[src/verilog/mic_pkg.sv]
// Purpose: shared constants and types of the interrupt controller
// Assumes: 32-bit AHB-Lite register bus, 13-bit program counter
// Notes: register offsets are byte addresses
package mic_pkg;
   // ==========================================================
   // register map
   localparam logic [7:0] OFS_MF_A = 8'h00;
   localparam logic [7:0] OFS_MF_B = 8'h04;
   localparam logic [7:0] OFS_EDGE = 8'h08;
   localparam logic [7:0] OFS_DBNC = 8'h0C;
   localparam logic [7:0] OFS_CTRL = 8'h10;
   localparam logic [7:0] OFS_STAT = 8'h14;
   // ==========================================================
   // field layouts and reset values
   localparam logic [7:0] MF_A_MASK = 8'hFF;
   localparam logic [7:0] MF_B_MASK = 8'h77;
   localparam logic [7:0] PIN_REG_MASK = 8'h0F;
   localparam logic [7:0] REG_RESET = 8'h00;
   localparam int CTRL_GIE = 0;
   localparam int CTRL_PIN_EN = 1;
   localparam int CTRL_PIN_FLAG = 4;
   localparam int CTRL_MF_FLAG = 6;
   localparam int CTRL_MF_EN = 8;
   localparam logic [9:0] CTRL_MASK = 10'h3F7;
   // ==========================================================
   // edge select and debounce codes
   localparam logic [1:0] EDGE_OFF = 2'h0;
   localparam logic [1:0] EDGE_RISE = 2'h1;
   localparam logic [1:0] EDGE_FALL = 2'h2;
   localparam logic [1:0] EDGE_BOTH = 2'h3;
   localparam logic [1:0] DB_BYPASS = 2'h0;
   localparam logic [4:0] DB_CYC_1 = 5'h08;
   localparam logic [4:0] DB_CYC_2 = 5'h10;
   localparam logic [4:0] DB_CYC_3 = 5'h18;
   // ==========================================================
   // program counter, stack, vectors (vector values arbitrary)
   localparam int PC_W = 13;
   localparam int STK_DEPTH = 8;
   localparam logic [3:0] STK_FULL = 4'h8;
   localparam logic [12:0] VEC_PIN0 = 13'h0004;
   localparam logic [12:0] VEC_PIN1 = 13'h0008;
   localparam logic [12:0] VEC_MF_A = 13'h000C;
   localparam logic [12:0] VEC_MF_B = 13'h0010;
   // ==========================================================
   // dispatched source, highest priority first
   typedef enum logic [1:0] {
      MIC_SRC_PIN0 = 2'b00,
      MIC_SRC_PIN1 = 2'b01,
      MIC_SRC_MF_A = 2'b10,
      MIC_SRC_MF_B = 2'b11
   } mic_src_t;
   typedef struct packed {
      logic valid;
      logic [12:0] pc;
   } mic_pc_t;
endpackage

[src/verilog/mic_irq_ctrl.sv]
// Purpose: interrupt request, dispatch, stack and external pin logic
// Assumes: hclk is the high-speed clock; peripheral events are
//          one-cycle pulses on hclk
// Notes: zero-wait AHB-Lite slave, read data sampled at address phase
//
// Implementation choices: register access over AHB-Lite and the placing of the registers.
`timescale 1ns/1ps
module mic_irq_ctrl (
   input wire logic hclk,
   input wire logic hresetn,
   input wire logic hsel,
   input wire logic [31:0] haddr,
   input wire logic [1:0] htrans,
   input wire logic hwrite,
   input wire logic [2:0] hsize,
   input wire logic [31:0] hwdata,
   input wire logic hready,
   output logic [31:0] hrdata,
   output logic hreadyout,
   output logic hresp,
   input wire logic [3:0] src_event_a,
   input wire logic [2:0] src_event_b,
   input wire logic [1:0] ext_irq_pin,
   input wire logic instr_boundary,
   input wire logic [12:0] next_pc,
   input wire logic return_from_irq_instr,
   input wire logic fh_clk_on,
   output mic_pkg::mic_pc_t irq_jump,
   output mic_pkg::mic_pc_t irq_return,
   output logic irq_wake
);
   // ==========================================================
   // helper functions
   function automatic logic [4:0] db_len(input logic [1:0] sel);
      db_len = (sel == 2'h1) ? mic_pkg::DB_CYC_1 :
               (sel == 2'h2) ? mic_pkg::DB_CYC_2 : mic_pkg::DB_CYC_3;
   endfunction

   function automatic logic [12:0] vec_of(input mic_pkg::mic_src_t s);
      case (s)
         mic_pkg::MIC_SRC_PIN0: vec_of = mic_pkg::VEC_PIN0;
         mic_pkg::MIC_SRC_PIN1: vec_of = mic_pkg::VEC_PIN1;
         mic_pkg::MIC_SRC_MF_A: vec_of = mic_pkg::VEC_MF_A;
         default: vec_of = mic_pkg::VEC_MF_B;
      endcase
   endfunction

   // ==========================================================
   // state
   logic [7:0] mf_a_q;
   logic [7:0] mf_a_d;
   logic [7:0] mf_b_q;
   logic [7:0] mf_b_d;
   logic [7:0] edge_q;
   logic [7:0] edge_d;
   logic [7:0] dbnc_q;
   logic [7:0] dbnc_d;
   logic [9:0] ctrl_q;
   logic [9:0] ctrl_d;
   logic [12:0] stk_q [mic_pkg::STK_DEPTH];
   logic [3:0] sp_q;
   logic [1:0] s1_q;
   logic [1:0] s2_q;
   logic [1:0] s3_q;
   logic [1:0] filt_q;
   logic [1:0] filt_prev_q;
   logic [4:0] cnt_q [2];
   logic wr_pend_q;
   logic [7:0] wr_addr_q;
   logic [31:0] hrdata_q;
   logic hreadyout_q;
   mic_pkg::mic_pc_t jump_q;
   mic_pkg::mic_pc_t ret_q;
   logic wake_q;

   // ==========================================================
   // bus decode
   wire addr_ok = hsel & hready & htrans[1];
   wire rd_take = addr_ok & ~hwrite;
   wire wr_a = wr_pend_q & (wr_addr_q == mic_pkg::OFS_MF_A);
   wire wr_b = wr_pend_q & (wr_addr_q == mic_pkg::OFS_MF_B);
   wire wr_e = wr_pend_q & (wr_addr_q == mic_pkg::OFS_EDGE);
   wire wr_db = wr_pend_q & (wr_addr_q == mic_pkg::OFS_DBNC);
   wire wr_c = wr_pend_q & (wr_addr_q == mic_pkg::OFS_CTRL);

   // ==========================================================
   // external pins: sync, debounce, edge detect
   wire [1:0] agree = ~(s2_q ^ s3_q);
   wire [1:0] rise = filt_q & ~filt_prev_q;
   wire [1:0] fall = ~filt_q & filt_prev_q;
   wire [1:0] pin_hit;
   wire [1:0] pin_can_wake;
   genvar gi;
   for (gi = 0; gi < 2; gi++) begin : g_pin
      wire [1:0] es = edge_q[2*gi +: 2];
      wire [1:0] ds = dbnc_q[2*gi +: 2];
      assign pin_hit[gi] = ((es == mic_pkg::EDGE_RISE) & rise[gi]) |
         ((es == mic_pkg::EDGE_FALL) & fall[gi]) |
         ((es == mic_pkg::EDGE_BOTH) & (rise[gi] | fall[gi]));
      assign pin_can_wake[gi] = (ds == mic_pkg::DB_BYPASS) | fh_clk_on;
   end

   always_ff @(posedge hclk or negedge hresetn) begin
      if (!hresetn) begin
         s1_q <= 2'h0;
         s2_q <= 2'h0;
         s3_q <= 2'h0;
      end else begin
         s1_q <= ext_irq_pin;
         s2_q <= s1_q;
         s3_q <= s2_q;
      end
   end

   always_ff @(posedge hclk or negedge hresetn) begin
      if (!hresetn) begin
         filt_q <= 2'h0;
         filt_prev_q <= 2'h0;
         cnt_q[0] <= 5'h00;
         cnt_q[1] <= 5'h00;
      end else begin
         filt_prev_q <= filt_q;
         for (int i = 0; i < 2; i++) begin
            if (dbnc_q[2*i +: 2] == mic_pkg::DB_BYPASS) begin
               cnt_q[i] <= 5'h00;
               if (agree[i])
                  filt_q[i] <= s3_q[i];
            end else if (agree[i] && s3_q[i] != filt_q[i]) begin
               if (cnt_q[i] + 5'h01 >= db_len(dbnc_q[2*i +: 2])) begin
                  filt_q[i] <= s3_q[i];
                  cnt_q[i] <= 5'h00;
               end else begin
                  cnt_q[i] <= cnt_q[i] + 5'h01;
               end
            end else begin
               cnt_q[i] <= 5'h00;
            end
         end
      end
   end

   // ==========================================================
   // pending requests and fixed priority
   wire gie = ctrl_q[mic_pkg::CTRL_GIE];
   wire [1:0] pin_en = ctrl_q[mic_pkg::CTRL_PIN_EN +: 2];
   wire [1:0] pin_flag = ctrl_q[mic_pkg::CTRL_PIN_FLAG +: 2];
   wire [1:0] mf_flag = ctrl_q[mic_pkg::CTRL_MF_FLAG +: 2];
   wire [1:0] mf_en = ctrl_q[mic_pkg::CTRL_MF_EN +: 2];
   wire [3:0] pend = {mf_flag & mf_en, pin_flag & pin_en};
   wire stack_full = (sp_q == mic_pkg::STK_FULL);
   wire take = instr_boundary & gie & (|pend) & ~stack_full;
   mic_pkg::mic_src_t sel;
   assign sel = pend[0] ? mic_pkg::MIC_SRC_PIN0 :
                pend[1] ? mic_pkg::MIC_SRC_PIN1 :
                pend[2] ? mic_pkg::MIC_SRC_MF_A : mic_pkg::MIC_SRC_MF_B;
   wire [3:0] take_clr = take ? (4'h1 << sel) : 4'h0;
   wire pop = return_from_irq_instr & (sp_q != 4'h0);

   // ==========================================================
   // register next values, hardware set wins over any clear
   wire [1:0] mf_set = {|(src_event_b & mf_b_q[2:0]),
                        |(src_event_a & mf_a_q[3:0])};
   wire [3:0] new_set = {mf_set, pin_hit};
   wire [7:0] wdat = hwdata[7:0];

   always_comb begin
      mf_a_d = wr_a ? (wdat & mic_pkg::MF_A_MASK) : mf_a_q;
      mf_a_d[7:4] = mf_a_d[7:4] | src_event_a;
      mf_b_d = wr_b ? (wdat & mic_pkg::MF_B_MASK) : mf_b_q;
      mf_b_d[6:4] = mf_b_d[6:4] | src_event_b;
      edge_d = wr_e ? (wdat & mic_pkg::PIN_REG_MASK) : edge_q;
      dbnc_d = wr_db ? (wdat & mic_pkg::PIN_REG_MASK) : dbnc_q;
      ctrl_d = wr_c ? (hwdata[9:0] & mic_pkg::CTRL_MASK) : ctrl_q;
      ctrl_d[mic_pkg::CTRL_PIN_FLAG +: 2] =
         ctrl_d[mic_pkg::CTRL_PIN_FLAG +: 2] & ~take_clr[1:0];
      ctrl_d[mic_pkg::CTRL_MF_FLAG +: 2] =
         ctrl_d[mic_pkg::CTRL_MF_FLAG +: 2] & ~take_clr[3:2];
      ctrl_d[mic_pkg::CTRL_PIN_FLAG +: 2] =
         ctrl_d[mic_pkg::CTRL_PIN_FLAG +: 2] | pin_hit;
      ctrl_d[mic_pkg::CTRL_MF_FLAG +: 2] =
         ctrl_d[mic_pkg::CTRL_MF_FLAG +: 2] | mf_set;
      if (take)
         ctrl_d[mic_pkg::CTRL_GIE] = 1'b0;
   end

   // wake on a flag newly set, not on one already standing; a debounced pin's flag wakes only while fh_clk_on
   wire [6:0] src_new = {src_event_b & ~mf_b_q[6:4],
                         src_event_a & ~mf_a_q[7:4]};
   wire [1:0] pin_new = pin_hit & ~pin_flag & pin_can_wake;
   wire wake_d = (|src_new) | (|pin_new) |
                 (|(new_set[3:2] & ~mf_flag));

   always_ff @(posedge hclk or negedge hresetn) begin
      if (!hresetn) begin
         mf_a_q <= mic_pkg::REG_RESET;
         mf_b_q <= mic_pkg::REG_RESET;
         edge_q <= mic_pkg::REG_RESET;
         dbnc_q <= mic_pkg::REG_RESET;
         ctrl_q <= 10'h000;
         wake_q <= 1'b0;
      end else begin
         mf_a_q <= mf_a_d;
         mf_b_q <= mf_b_d;
         edge_q <= edge_d;
         dbnc_q <= dbnc_d;
         ctrl_q <= ctrl_d;
         wake_q <= wake_d;
      end
   end

   // ==========================================================
   // stack, jump and return
   always_ff @(posedge hclk or negedge hresetn) begin
      if (!hresetn) begin
         sp_q <= 4'h0;
         jump_q <= '0;
         ret_q <= '0;
      end else begin
         jump_q.valid <= take;
         ret_q.valid <= pop;
         if (take) begin
            stk_q[sp_q[2:0]] <= next_pc;
            sp_q <= sp_q + 4'h1;
            jump_q.pc <= vec_of(sel);
         end else if (pop) begin
            ret_q.pc <= stk_q[3'(sp_q - 4'h1)];
            sp_q <= sp_q - 4'h1;
         end
      end
   end

   // ==========================================================
   // AHB-Lite slave: zero wait, always OKAY
   wire [31:0] rd_mux =
      (haddr[7:0] == mic_pkg::OFS_MF_A) ? {24'h0, mf_a_q} :
      (haddr[7:0] == mic_pkg::OFS_MF_B) ? {24'h0, mf_b_q} :
      (haddr[7:0] == mic_pkg::OFS_EDGE) ? {24'h0, edge_q} :
      (haddr[7:0] == mic_pkg::OFS_DBNC) ? {24'h0, dbnc_q} :
      (haddr[7:0] == mic_pkg::OFS_CTRL) ? {22'h0, ctrl_q} :
      (haddr[7:0] == mic_pkg::OFS_STAT) ?
         {20'h0, stack_full, sp_q, filt_q, pend, 1'b0} : 32'h0;
   wire hi_zero = (haddr[31:8] == 24'h0);

   always_ff @(posedge hclk or negedge hresetn) begin
      if (!hresetn) begin
         wr_pend_q <= 1'b0;
         wr_addr_q <= 8'h00;
         hrdata_q <= 32'h0;
         hreadyout_q <= 1'b0;
      end else begin
         hreadyout_q <= 1'b1;
         wr_pend_q <= addr_ok & hwrite & hi_zero;
         wr_addr_q <= haddr[7:0];
         if (rd_take)
            hrdata_q <= hi_zero ? rd_mux : 32'h0;
      end
   end

   assign hrdata = hrdata_q;
   assign hreadyout = hreadyout_q;
   assign hresp = 1'b0;
   assign irq_jump = jump_q;
   assign irq_return = ret_q;
   assign irq_wake = wake_q;

   // ==========================================================
   // assertions
   a_no_take_gie: assert property (@(posedge hclk) disable iff (!hresetn)
      jump_q.valid |-> $past(gie))
      else $error("dispatch while global enable low");
   a_take_clr_gie: assert property (@(posedge hclk) disable iff (!hresetn)
      take && !wr_c |=> !gie)
      else $error("global enable not cleared on dispatch");
   a_full_block: assert property (@(posedge hclk) disable iff (!hresetn)
      stack_full |-> !take)
      else $error("dispatch with full stack");
   a_push_sp: assert property (@(posedge hclk) disable iff (!hresetn)
      take |=> sp_q == $past(sp_q) + 4'h1 && jump_q.valid)
      else $error("stack pointer not pushed");
   a_pop_pc: assert property (@(posedge hclk) disable iff (!hresetn)
      take ##1 (!take && !pop)[*1] ##1 (pop && !take)
         |=> ret_q.valid && ret_q.pc == $past(next_pc, 3))
      else $error("return pc differs from pushed pc");
   a_prio_pin0: assert property (@(posedge hclk) disable iff (!hresetn)
      take && pend[0] |=> jump_q.pc == mic_pkg::VEC_PIN0)
      else $error("pin 0 not serviced first");
   a_event_flag: assert property (@(posedge hclk) disable iff (!hresetn)
      src_event_a[3] |=> mf_a_q[7])
      else $error("source flag not set on event");
   a_src_keep: assert property (@(posedge hclk) disable iff (!hresetn)
      take && sel == mic_pkg::MIC_SRC_MF_A && !wr_a && mf_a_q[7]
         |=> mf_a_q[7] && !mf_flag[0])
      else $error("group dispatch touched source flag");
   a_pin_clr: assert property (@(posedge hclk) disable iff (!hresetn)
      take && sel == mic_pkg::MIC_SRC_PIN0 && !pin_hit[0]
         |=> !pin_flag[0])
      else $error("pin flag not cleared on dispatch");
   a_rsvd_zero: assert property (@(posedge hclk) disable iff (!hresetn)
      edge_q[7:4] == 4'h0 && dbnc_q[7:4] == 4'h0 && mf_b_q[7] == 1'b0
         && mf_b_q[3] == 1'b0)
      else $error("unimplemented bits set");
   a_edge_off: assert property (@(posedge hclk) disable iff (!hresetn)
      edge_q[1:0] == mic_pkg::EDGE_OFF |-> !pin_hit[0])
      else $error("disabled pin raised request");
   a_wake_new: assert property (@(posedge hclk) disable iff (!hresetn)
      src_event_a[0] && !mf_a_q[4] |=> irq_wake)
      else $error("no wake on newly set flag");
   a_pop_sp: assert property (@(posedge hclk) disable iff (!hresetn)
      pop && !take |=> sp_q == $past(sp_q) - 4'h1)
      else $error("stack pointer not popped");
   a_ret_pulse: assert property (@(posedge hclk) disable iff (!hresetn)
      ret_q.valid |-> $past(return_from_irq_instr))
      else $error("return without return instruction");
   a_jump_pulse: assert property (@(posedge hclk) disable iff (!hresetn)
      jump_q.valid |=> !jump_q.valid)
      else $error("second dispatch before global enable set");
   a_gie_block: assert property (@(posedge hclk) disable iff (!hresetn)
      !gie |-> !take)
      else $error("dispatch with global enable low");
   a_mf_b_event: assert property (@(posedge hclk) disable iff (!hresetn)
      src_event_b[2] |=> mf_b_q[6])
      else $error("second register flag not set on event");
   a_grp_set: assert property (@(posedge hclk) disable iff (!hresetn)
      mf_set[1] |=> mf_flag[1])
      else $error("group flag not set on enabled event");
   a_grp_vec: assert property (@(posedge hclk) disable iff (!hresetn)
      take && sel == mic_pkg::MIC_SRC_MF_B
         |=> jump_q.pc == mic_pkg::VEC_MF_B)
      else $error("wrong vector for second group");
   a_grp_keep_b: assert property (@(posedge hclk) disable iff (!hresetn)
      take && sel == mic_pkg::MIC_SRC_MF_B && !wr_b && mf_b_q[6]
         |=> mf_b_q[6])
      else $error("second group dispatch touched source flag");
   a_pin_set: assert property (@(posedge hclk) disable iff (!hresetn)
      pin_hit[1] |=> pin_flag[1])
      else $error("pin 1 flag not set on edge");
   a_pin_wake: assert property (@(posedge hclk) disable iff (!hresetn)
      pin_hit[0] && !pin_flag[0] && dbnc_q[1:0] == mic_pkg::DB_BYPASS
         |=> irq_wake)
      else $error("no wake on new pin flag");
   a_sp_bound: assert property (@(posedge hclk) disable iff (!hresetn)
      sp_q <= mic_pkg::STK_FULL)
      else $error("stack pointer beyond depth");
   a_bypass_pass: assert property (@(posedge hclk) disable iff (!hresetn)
      dbnc_q[1:0] == mic_pkg::DB_BYPASS && agree[0]
         |=> filt_q[0] == $past(s3_q[0]))
      else $error("bypassed pin not passed through");
   a_db_hold: assert property (@(posedge hclk) disable iff (!hresetn)
      dbnc_q[1:0] != mic_pkg::DB_BYPASS && !agree[0]
         |=> filt_q[0] == $past(filt_q[0]))
      else $error("debounced pin moved while unsettled");
   a_cnt_bound: assert property (@(posedge hclk) disable iff (!hresetn)
      cnt_q[0] < mic_pkg::DB_CYC_3)
      else $error("debounce count beyond longest time");
   a_rise_only: assert property (@(posedge hclk) disable iff (!hresetn)
      edge_q[1:0] == mic_pkg::EDGE_RISE && fall[0] |-> !pin_hit[0])
      else $error("rising select took falling edge");
   a_fall_hit: assert property (@(posedge hclk) disable iff (!hresetn)
      edge_q[1:0] == mic_pkg::EDGE_FALL && fall[0] |-> pin_hit[0])
      else $error("falling select missed falling edge");
endmodule // mic_irq_ctrl

[config.mk]
export PLATFORM = sky130hd
export DESIGN_NAME = mic_irq_ctrl
export DESIGN_NICKNAME = d
export VERILOG_FILES = /design/src/verilog/mic_pkg.sv /design/src/verilog/mic_irq_ctrl.sv
export SDC_FILE = /design/constraint.sdc
export NUM_CORES = 1
export LEC_CHECK = 0
export CORE_ASPECT_RATIO = 0.9
export CORE_MARGIN = 3
export CORE_UTILIZATION = 57
export CTS_CLUSTER_SIZE = 25
export DETAILED_ROUTE_END_ITERATION = 10
export DONT_BUFFER_PORTS = 1
export GPL_ROUTABILITY_DRIVEN = 0
export PLACE_DENSITY = 0.75
export SKIP_CTS_REPAIR_TIMING = 1
export SLEW_MARGIN = 20
export SYNTH_ARGS = -nofsm -noshare
export SYNTH_HDL_FRONTEND = slang
export SYNTH_SLANG_ARGS = --single-unit
[constraint.sdc]
create_clock -name hclk -period 3.49 [get_ports hclk]
set_clock_uncertainty 0.1 [all_clocks]
set_input_delay 0 -clock hclk [delete_from_list [all_inputs] [get_ports hclk]]
set_output_delay 0 -clock hclk [all_outputs]
set_load 0.05 [all_outputs]
==> parameters.txt, run 1 <==
Parameter                              Value

STA
  Number of setup violations in the final report ... 0
  Number of max-slew violations in the final report ... 0
  Fin. Hold Viols ... 7
  Post-layout minimum cycle time ... 3.126 ns
  Highest attainable clock frequency ... 319.9 MHz
  WHS ... -0.03116 ns
  Setup repair after global routing missed its margin ... no
  Period Utilization, post-route ... roughly 90%
  Worst-case headroom to the max-slew limit ... a little under half
  Worst-margin pin slew ... between 0.8 and 0.9 ns

Power
  Comb pwr share ... between 20 and 25%
  Proportion of power drawn by flip-flops and latches ... between 40% and 50%
  Total power ... roughly 6.9 mW
  Switching power ... 2.365 mW
  Standby leakage power ... approximately 4 nW
  Switching part of the total ... between 30% and 40%
  Worst ir drop on vdd ... ~440 µV
  Internal power ... 4.521 mW
  Relative contribution of the clock network to total power ... ~30%
  P per Cell Area ... about 680 nW/µm²

Floorplanning
  Width of the die ... 136.4 µm
  Die height ... between 100 and 150 µm
  Starting Density ... between 50% and 60%
  Floorplan row count ... 42
  Std-Cell Core Area ... ~15000 µm²
  Number of I/O pins ... 162
  Die area ... 16830 µm²

Worst setup path
  Startpoint type of the worst setup path ... register
  Worst path arrival time ... approximately 3.2 ns
  Kind of end point of the critical path ... register
  Worst-path cell chain ... inv_1 -> ha_1 -> nor2b_1 -> a221oi_4 -> nand3b_1 -> nor2_1 -> buf_4
  Maximum fanout along the worst path ... 11
  Delay of the slowest critical-path stage ... roughly 0.56 ns
  Required @ worst endpoint ... approximately 3.5 ns
  Crit-path slowest cell ... dfrtp_1
  Critical path class ... register to register

Global routing
  Vias in the first global route ... a little over 5000
  Remaining global-route overflow ... 0
  Largest net degree at the start of global routing ... roughly 100
  Global-route total usage across every layer ... approximately 22%
  Antenna violations before repair ... 2
  Global-route wire length before repair ... between 20 and 30 mm

Detailed routing
  Avg WL per Cell ... approximately 21 µm
  DR iter-0 viols ... 429
  Total vias in the final route ... ~5300
  Final Routed Wirelength ... between 15 and 20 mm
  Drt drc ... 0
  Post-route antenna net violation count ... 0
  Number of iterations in the first detailed-routing pass ... 5
  Via density ... a little under 6

Clock network
  CTS Root Cell ... clkbuf_16
  Clock transition time at the flip-flop clock pins of the worst setup and hold paths ... ~0.07 ns
  Number of buffers added by the clock tree synthesis step ... 17
  Clock tree from TritonCTS ... built
  CTS max path bufs ... 2
  Clock latency reported for the late side of the worst-skew pair ... 0.43 ns
  Number of clock sinks seen by CTS ... 200
  H-Tree Level Count ... 4

Layout
  Most used cells in the layout excluding fill and tap cells ... edfxtp_1 (104), dfrtp_1 (95), dlygate4sd3_1 (61)
  Fill cells ... 979
  Number of standard cells in the layout, taps in and fillers out ... ~900
  Share of final-layout standard cells stronger than drive strength 1 ... 16.48%
  Leading cell type in the layout, fill and taps excluded ... edfxtp_1
  Number of antenna diodes ... 0
  Final-stage net count ... between 800 and 900
  Post-synthesis to final-layout area growth ... 16.49%

Synthesis
  Count of mapped cells out of synthesis ... just over 600
  Average footprint of a synthesized cell ... ~14 µm²
  Share of flip-flops with an asynchronous set or reset ... between 40% and 50%
  Main synth FF type ... edfxtp_1
  Total of flip-flops plus latches after synthesis ... 200
  Number of enable flip-flop cells after synthesis ... approximately 100
  Synth warn ... 0
  Number of library cell types mapped by synthesis ... 54
  Sequential share of the synthesized area ... between 60 and 70%
  Mapped Area ... 8725 µm²

Placed design
  Count of port buffers added during placement ... 0
  Placed Instances ... approximately 800
  HPWL reported at the end of detailed placement ... ~12 mm

Worst hold path
  Type of the tightest min-delay check ... primary input to register

Status
  Failing checks ... hold timing
  Run status ... finished with violations

Flow run
  Number of max-cap violations ... 0
## critical path: cells and delay by family (launching register included)
kind                       cells  cell delay [ns]
AOI/OAI and AO/OA              1             0.56
adders and majority gates      1             0.27
buffers and inverters          2             0.49
and+or+nand+nor                3             0.84
DFF                            1             0.56
## state kept, by name, indices dropped and copies added (netlist names), 6 cells and up
signal	count
wr_addr_q	8
hrdata	12
irq_return	14
cnt_q	10
ctrl_q	9
mf_b_q	6
mf_a_q	8
stk_q	104
## power groups by stage
stage / Combinational [mW] / Clock, mW / Sequential (mW)
6_report: 1.66 / 2.03 / 3.19
5_1_grt: 1.83 / 2.17 / 3.22
4_1_cts: 1.59 / 2.07 / 3.19
3_5_place_dp: 1.57 / 0 / 3.24
3_3_place_gp: 1.54 / 0 / 3.23
2_1_floorplan: 1.30 / 0 / 3.15
## cell usage after synthesis, types with 6 or more instances
cell | number | share of area, %
a21oi_1 | 25 | 1.4
clkbuf_1 | 10 | 0.43
o21ai_0 | 18 | 1.0
nor2b_1 | 6 | 0.43
mux2i_1 | 32 | 3.7
nor4_1 | 7 | 0.50
buf_2 | 9 | 0.52
nand3_1 | 20 | 1.1
mux4_2 | 29 | 7.5
ha_1 | 17 | 2.4
nand2_1 | 40 | 1.7
edfxtp_1 | 104 | 36
nor3_1 | 12 | 0.69
mux2_2 | 22 | 2.8
nor2_1 | 40 | 1.7
and3_1 | 8 | 0.57
buf_4 | 34 | 2.9
dfrtp_1 | 96 | 28
inv_1 | 18 | 0.77
## final timing paths
check                           depth (start not counted)      from          end  slack (ns)
worst max-delay path                                    7   sp_q[1]  stk_q[3][0]        0.36
worst min-delay path                                    4  haddr[2]    hrdata[0]       -0.03
worst max register to register                          7   sp_q[1]  stk_q[3][0]        0.36
worst min register to register                          0   s1_q[1]      s2_q[1]        0.26
max in group asynchronous                               2   hresetn      sp_q[0]        2.84
min in group asynchronous                               2   hresetn    mf_b_q[1]        0.07
## cell type report
cell class	instances	area, µm²	share of cell area, %
repair buffers	77	750.7	7.386
multi-input cells	371	2942	28.94
well taps	198	247.7	2.438
clock inverters	15	203.9	2.007
clock buffers	17	425.4	4.186
flip-flops and latches	200	5527	54.38
inverters	18	67.56	0.6648
## layer usage
| metal | vias up | track usage, % | part of all wire, % |
|---|---|---|---|
| met1 | 2627 | 29.33 | 41 |
| met4 | 4 | 7.179 | 2.0 |
| met5 | - | 0 | 0.17 |
| li1 | 2357 | - | - |
| met2 | 242 | 35.83 | 49 |
| met3 | 36 | 6.713 | 7.9 |
## cells by family after synthesis
group / share of synthesized area (%)
XOR/XNOR: 1.004
flip-flops: 63.33
adder cells (fa/ha/maj): 2.438
buffers and inverters: 4.646
AO/OA/AOI/OAI: 5.034
AND/OR/NAND/NOR: 9.465
multiplexers: 14.00
other: 0.08608
## through the flow
| step | utilization (%) | hold WS, ns | setup TNS (ns) | cell area [µm²] | setup slack (ns) |
|---|---|---|---|---|---|
| 5_1_grt | 68.34 | 0.001503 | 0 | 10160 | 0.1265 |
| 4_1_cts | 64.02 | -0.8578 | 0 | 9520 | 0.4270 |
| 3_5_place_dp | 59.78 | -0.3933 | 0 | 8891 | 0.4686 |
| 3_3_place_gp | 59.78 | -0.3931 | 0 | 8891 | 0.5780 |
| 2_1_floorplan | - | -0.3956 | -26.31 | 8837 | -0.3375 |
| 6_report | 68.34 | -0.03116 | 0 | 10160 | 0.3642 |
(Power assumes the default switching activity.)
==> run 2, diff against run 1 <==
- PLACE_DENSITY: 0.75 -> 0.8
==> run 2 against run 1 <==
The run still ends with hold timing left. Sequential power barely moved. Power fell by 0.31%. Cell count did not move. Die area did not move. Clock-buffer cell count did not move. Register-to-register slack improved by 0.22 ns. Clock power barely moved. Via count rose by 3.0%. Sequential cell count did not move. First-iteration DRC count rose by 22%.
==> parameters.txt, run 2 (synthesized netlist as in run 1, its figures left out) <==
Parameter                              Value

Worst setup path
  Worst-path cell chain ... dlygate4sd3_1 -> nor4_1 -> dlygate4sd3_1 -> nand4_1 -> dlygate4sd3_1 -> nor4b_4 -> nand3_1 -> dlygate4sd3_1 -> o21ai_0
  Startpoint type of the worst setup path ... primary input
  Maximum fanout along the worst path ... 5
  CP bufs+invs ... 4
  Required @ worst endpoint ... between 3 and 4 ns
  Kind of end point of the critical path ... register
  Critical path class ... primary input to register
  Crit-path slowest cell ... dlygate4sd3_1
  Worst path most repeated cell ... dlygate4sd3_1
  Worst path arrival time ... 3.40 ns
  Delay of the slowest critical-path stage ... about 0.65 ns
  Cell type group with the largest total delay on the critical path ... buffers and inverters

Clock network
  CTS Root Cell ... clkbuf_16
  Clock transition time at the flip-flop clock pins of the worst setup and hold paths ... around 0.08 ns
  Clock latency reported for the late side of the worst-skew pair ... about 0.44 ns
  Clock tree from TritonCTS ... built
  H-Tree Level Count ... 4
  Number of buffers added by the clock tree synthesis step ... 17
  Number of clock sinks seen by CTS ... 200
  CTS max path bufs ... 2

Layout
  Post-synthesis to final-layout area growth ... 16.75%
  Share of final-layout standard cells stronger than drive strength 1 ... between 10% and 20%
  Area occupied by multi-input gates ... slightly below 3000 µm²
  Most used cells in the layout excluding fill and tap cells ... edfxtp_1 (104), dfrtp_1 (95), dlygate4sd3_1 (64)
  Max reg flops ... approximately 100
  Leading cell type in the layout, fill and taps excluded ... edfxtp_1
  Finished layout cell area ... 10190 µm²
  Post-layout utilization of the core ... between 60 and 70%
  Fill cells ... between 900 and 1000
  Number of antenna diodes ... 0
  Reg area ... approximately 5500 µm²
  Final-stage net count ... 801

Detailed routing
  Number of iterations in the first detailed-routing pass ... 5
  Post-route antenna net violation count ... 0
  Drt drc ... 0
  Total vias in the final route ... approximately 5400
  Via density ... approximately 6.1
  Avg WL per Cell ... 21.67 µm
  Final Routed Wirelength ... between 15 and 20 mm
  DR iter-0 viols ... 523

Power
  Standby leakage power ... approximately 4 nW
  Total power ... approximately 7 mW
  P per Cell Area ... about 670 nW/µm²
  Worst ir drop on vdd ... roughly 470 µV

Global routing
  Global-route wire length before repair ... approximately 28 mm
  Antenna violations before repair ... 1
  Most Crowded Layer GR ... met2
  Met3 routing resource usage after global routing ... under 10%
  Global routing met1 resource utilization ... a little under a third
  Global-route total usage across every layer ... between 20% and 30%
  Global-route met2 utilization ... 35.71%
  Remaining global-route overflow ... 0
  Vias in the first global route ... between 5000 and 6000
  Largest net degree at the start of global routing ... between 90 and 100

Status
  Failing checks ... hold timing
  Run status ... finished with violations

STA
  Worst-margin pin slew ... around 0.85 ns
  Post-layout minimum cycle time ... 3.152 ns
  Worst-case headroom to the max-slew limit ... 43.26%
  WHS ... -0.02341 ns
  Setup repair after global routing missed its margin ... no
  Period Utilization, post-route ... ~90%
  Fin. Hold Viols ... 4
  Highest attainable clock frequency ... 317.2 MHz
  Number of setup violations in the final report ... 0
  Number of max-slew violations in the final report ... 0

Floorplanning
  Number of I/O pins ... 162
  Die height ... around 120 µm
  Starting Density ... between 50 and 60%
  Width of the die ... ~140 µm
  Std-Cell Core Area ... 14870 µm²
  Die area ... 16830 µm²
  Floorplan row count ... 42

Worst hold path
  Type of the tightest min-delay check ... primary input to register

Flow run
  Number of max-cap violations ... 0

Placed design
  HPWL reported at the end of detailed placement ... 11.98 mm
  Count of port buffers added during placement ... 0
  Cell area after placement ... 8869 µm²
==> run 2: worst min-delay path: stages <==
cell and delay, ns:
and3_1 0.15, nor2b_1 0.18, nand3_1 0.09, nand2_1 0.06
==> run 2: where the power goes <==
part | total [mW] | switching [mW] | internal (mW)
clock network | 2.05 | 1.04 | 1.01
logic | 1.62 | 0.875 | 0.744
registers | 3.20 | 0.540 | 2.66
total | 6.86 | 2.46 | 4.41
==> run 2: layout make-up <==
cell class | count | share of cell area (%)
clock buffers | 17 | 4.176
clock inverters | 15 | 2.150
inverters | 18 | 0.6633
multi-input cells | 371 | 28.88
flip-flops and latches | 200 | 54.26
well taps | 198 | 2.432
repair buffers | 77 | 7.444
==> run 2: metrics by stage <==
step,std cells,setup TNS (ns),setup WS (ns)
3_3_place_gp,799,0,0.6941
6_report,896,0,0.3375
4_1_cts,831,0,0.5934
5_1_grt,896,0,0.1666
2_1_floorplan,642,-26.31,-0.3375
3_5_place_dp,799,0,0.6062
==> run 2: metal layers <==
| layer | wire [µm] | vias up | share of wire, % |
|---|---|---|---|
| li1 | - | 2353 | - |
| met1 | 7730 | 2706 | 40 |
| met2 | 9356 | 307 | 48 |
| met3 | 1749 | 57 | 9.0 |
| met4 | 582 | 0 | 3.0 |
| met5 | 0 | - | 0 |
==> run 2: final timing paths <==
kind	slack [ns]	to	start	depth (start not counted)
min	-0.02	hrdata[5]	hready	4
min in group asynchronous	0.10	irq_return[5]	hresetn	2
min reg2reg	0.26	s2_q[1]	s1_q[1]	0
max	0.34	hrdata[9]	haddr[29]	9
max reg2reg	0.58	stk_q[7][3]	sp_q[1]	7
max in group asynchronous	2.83	cnt_q[2]	hresetn	2
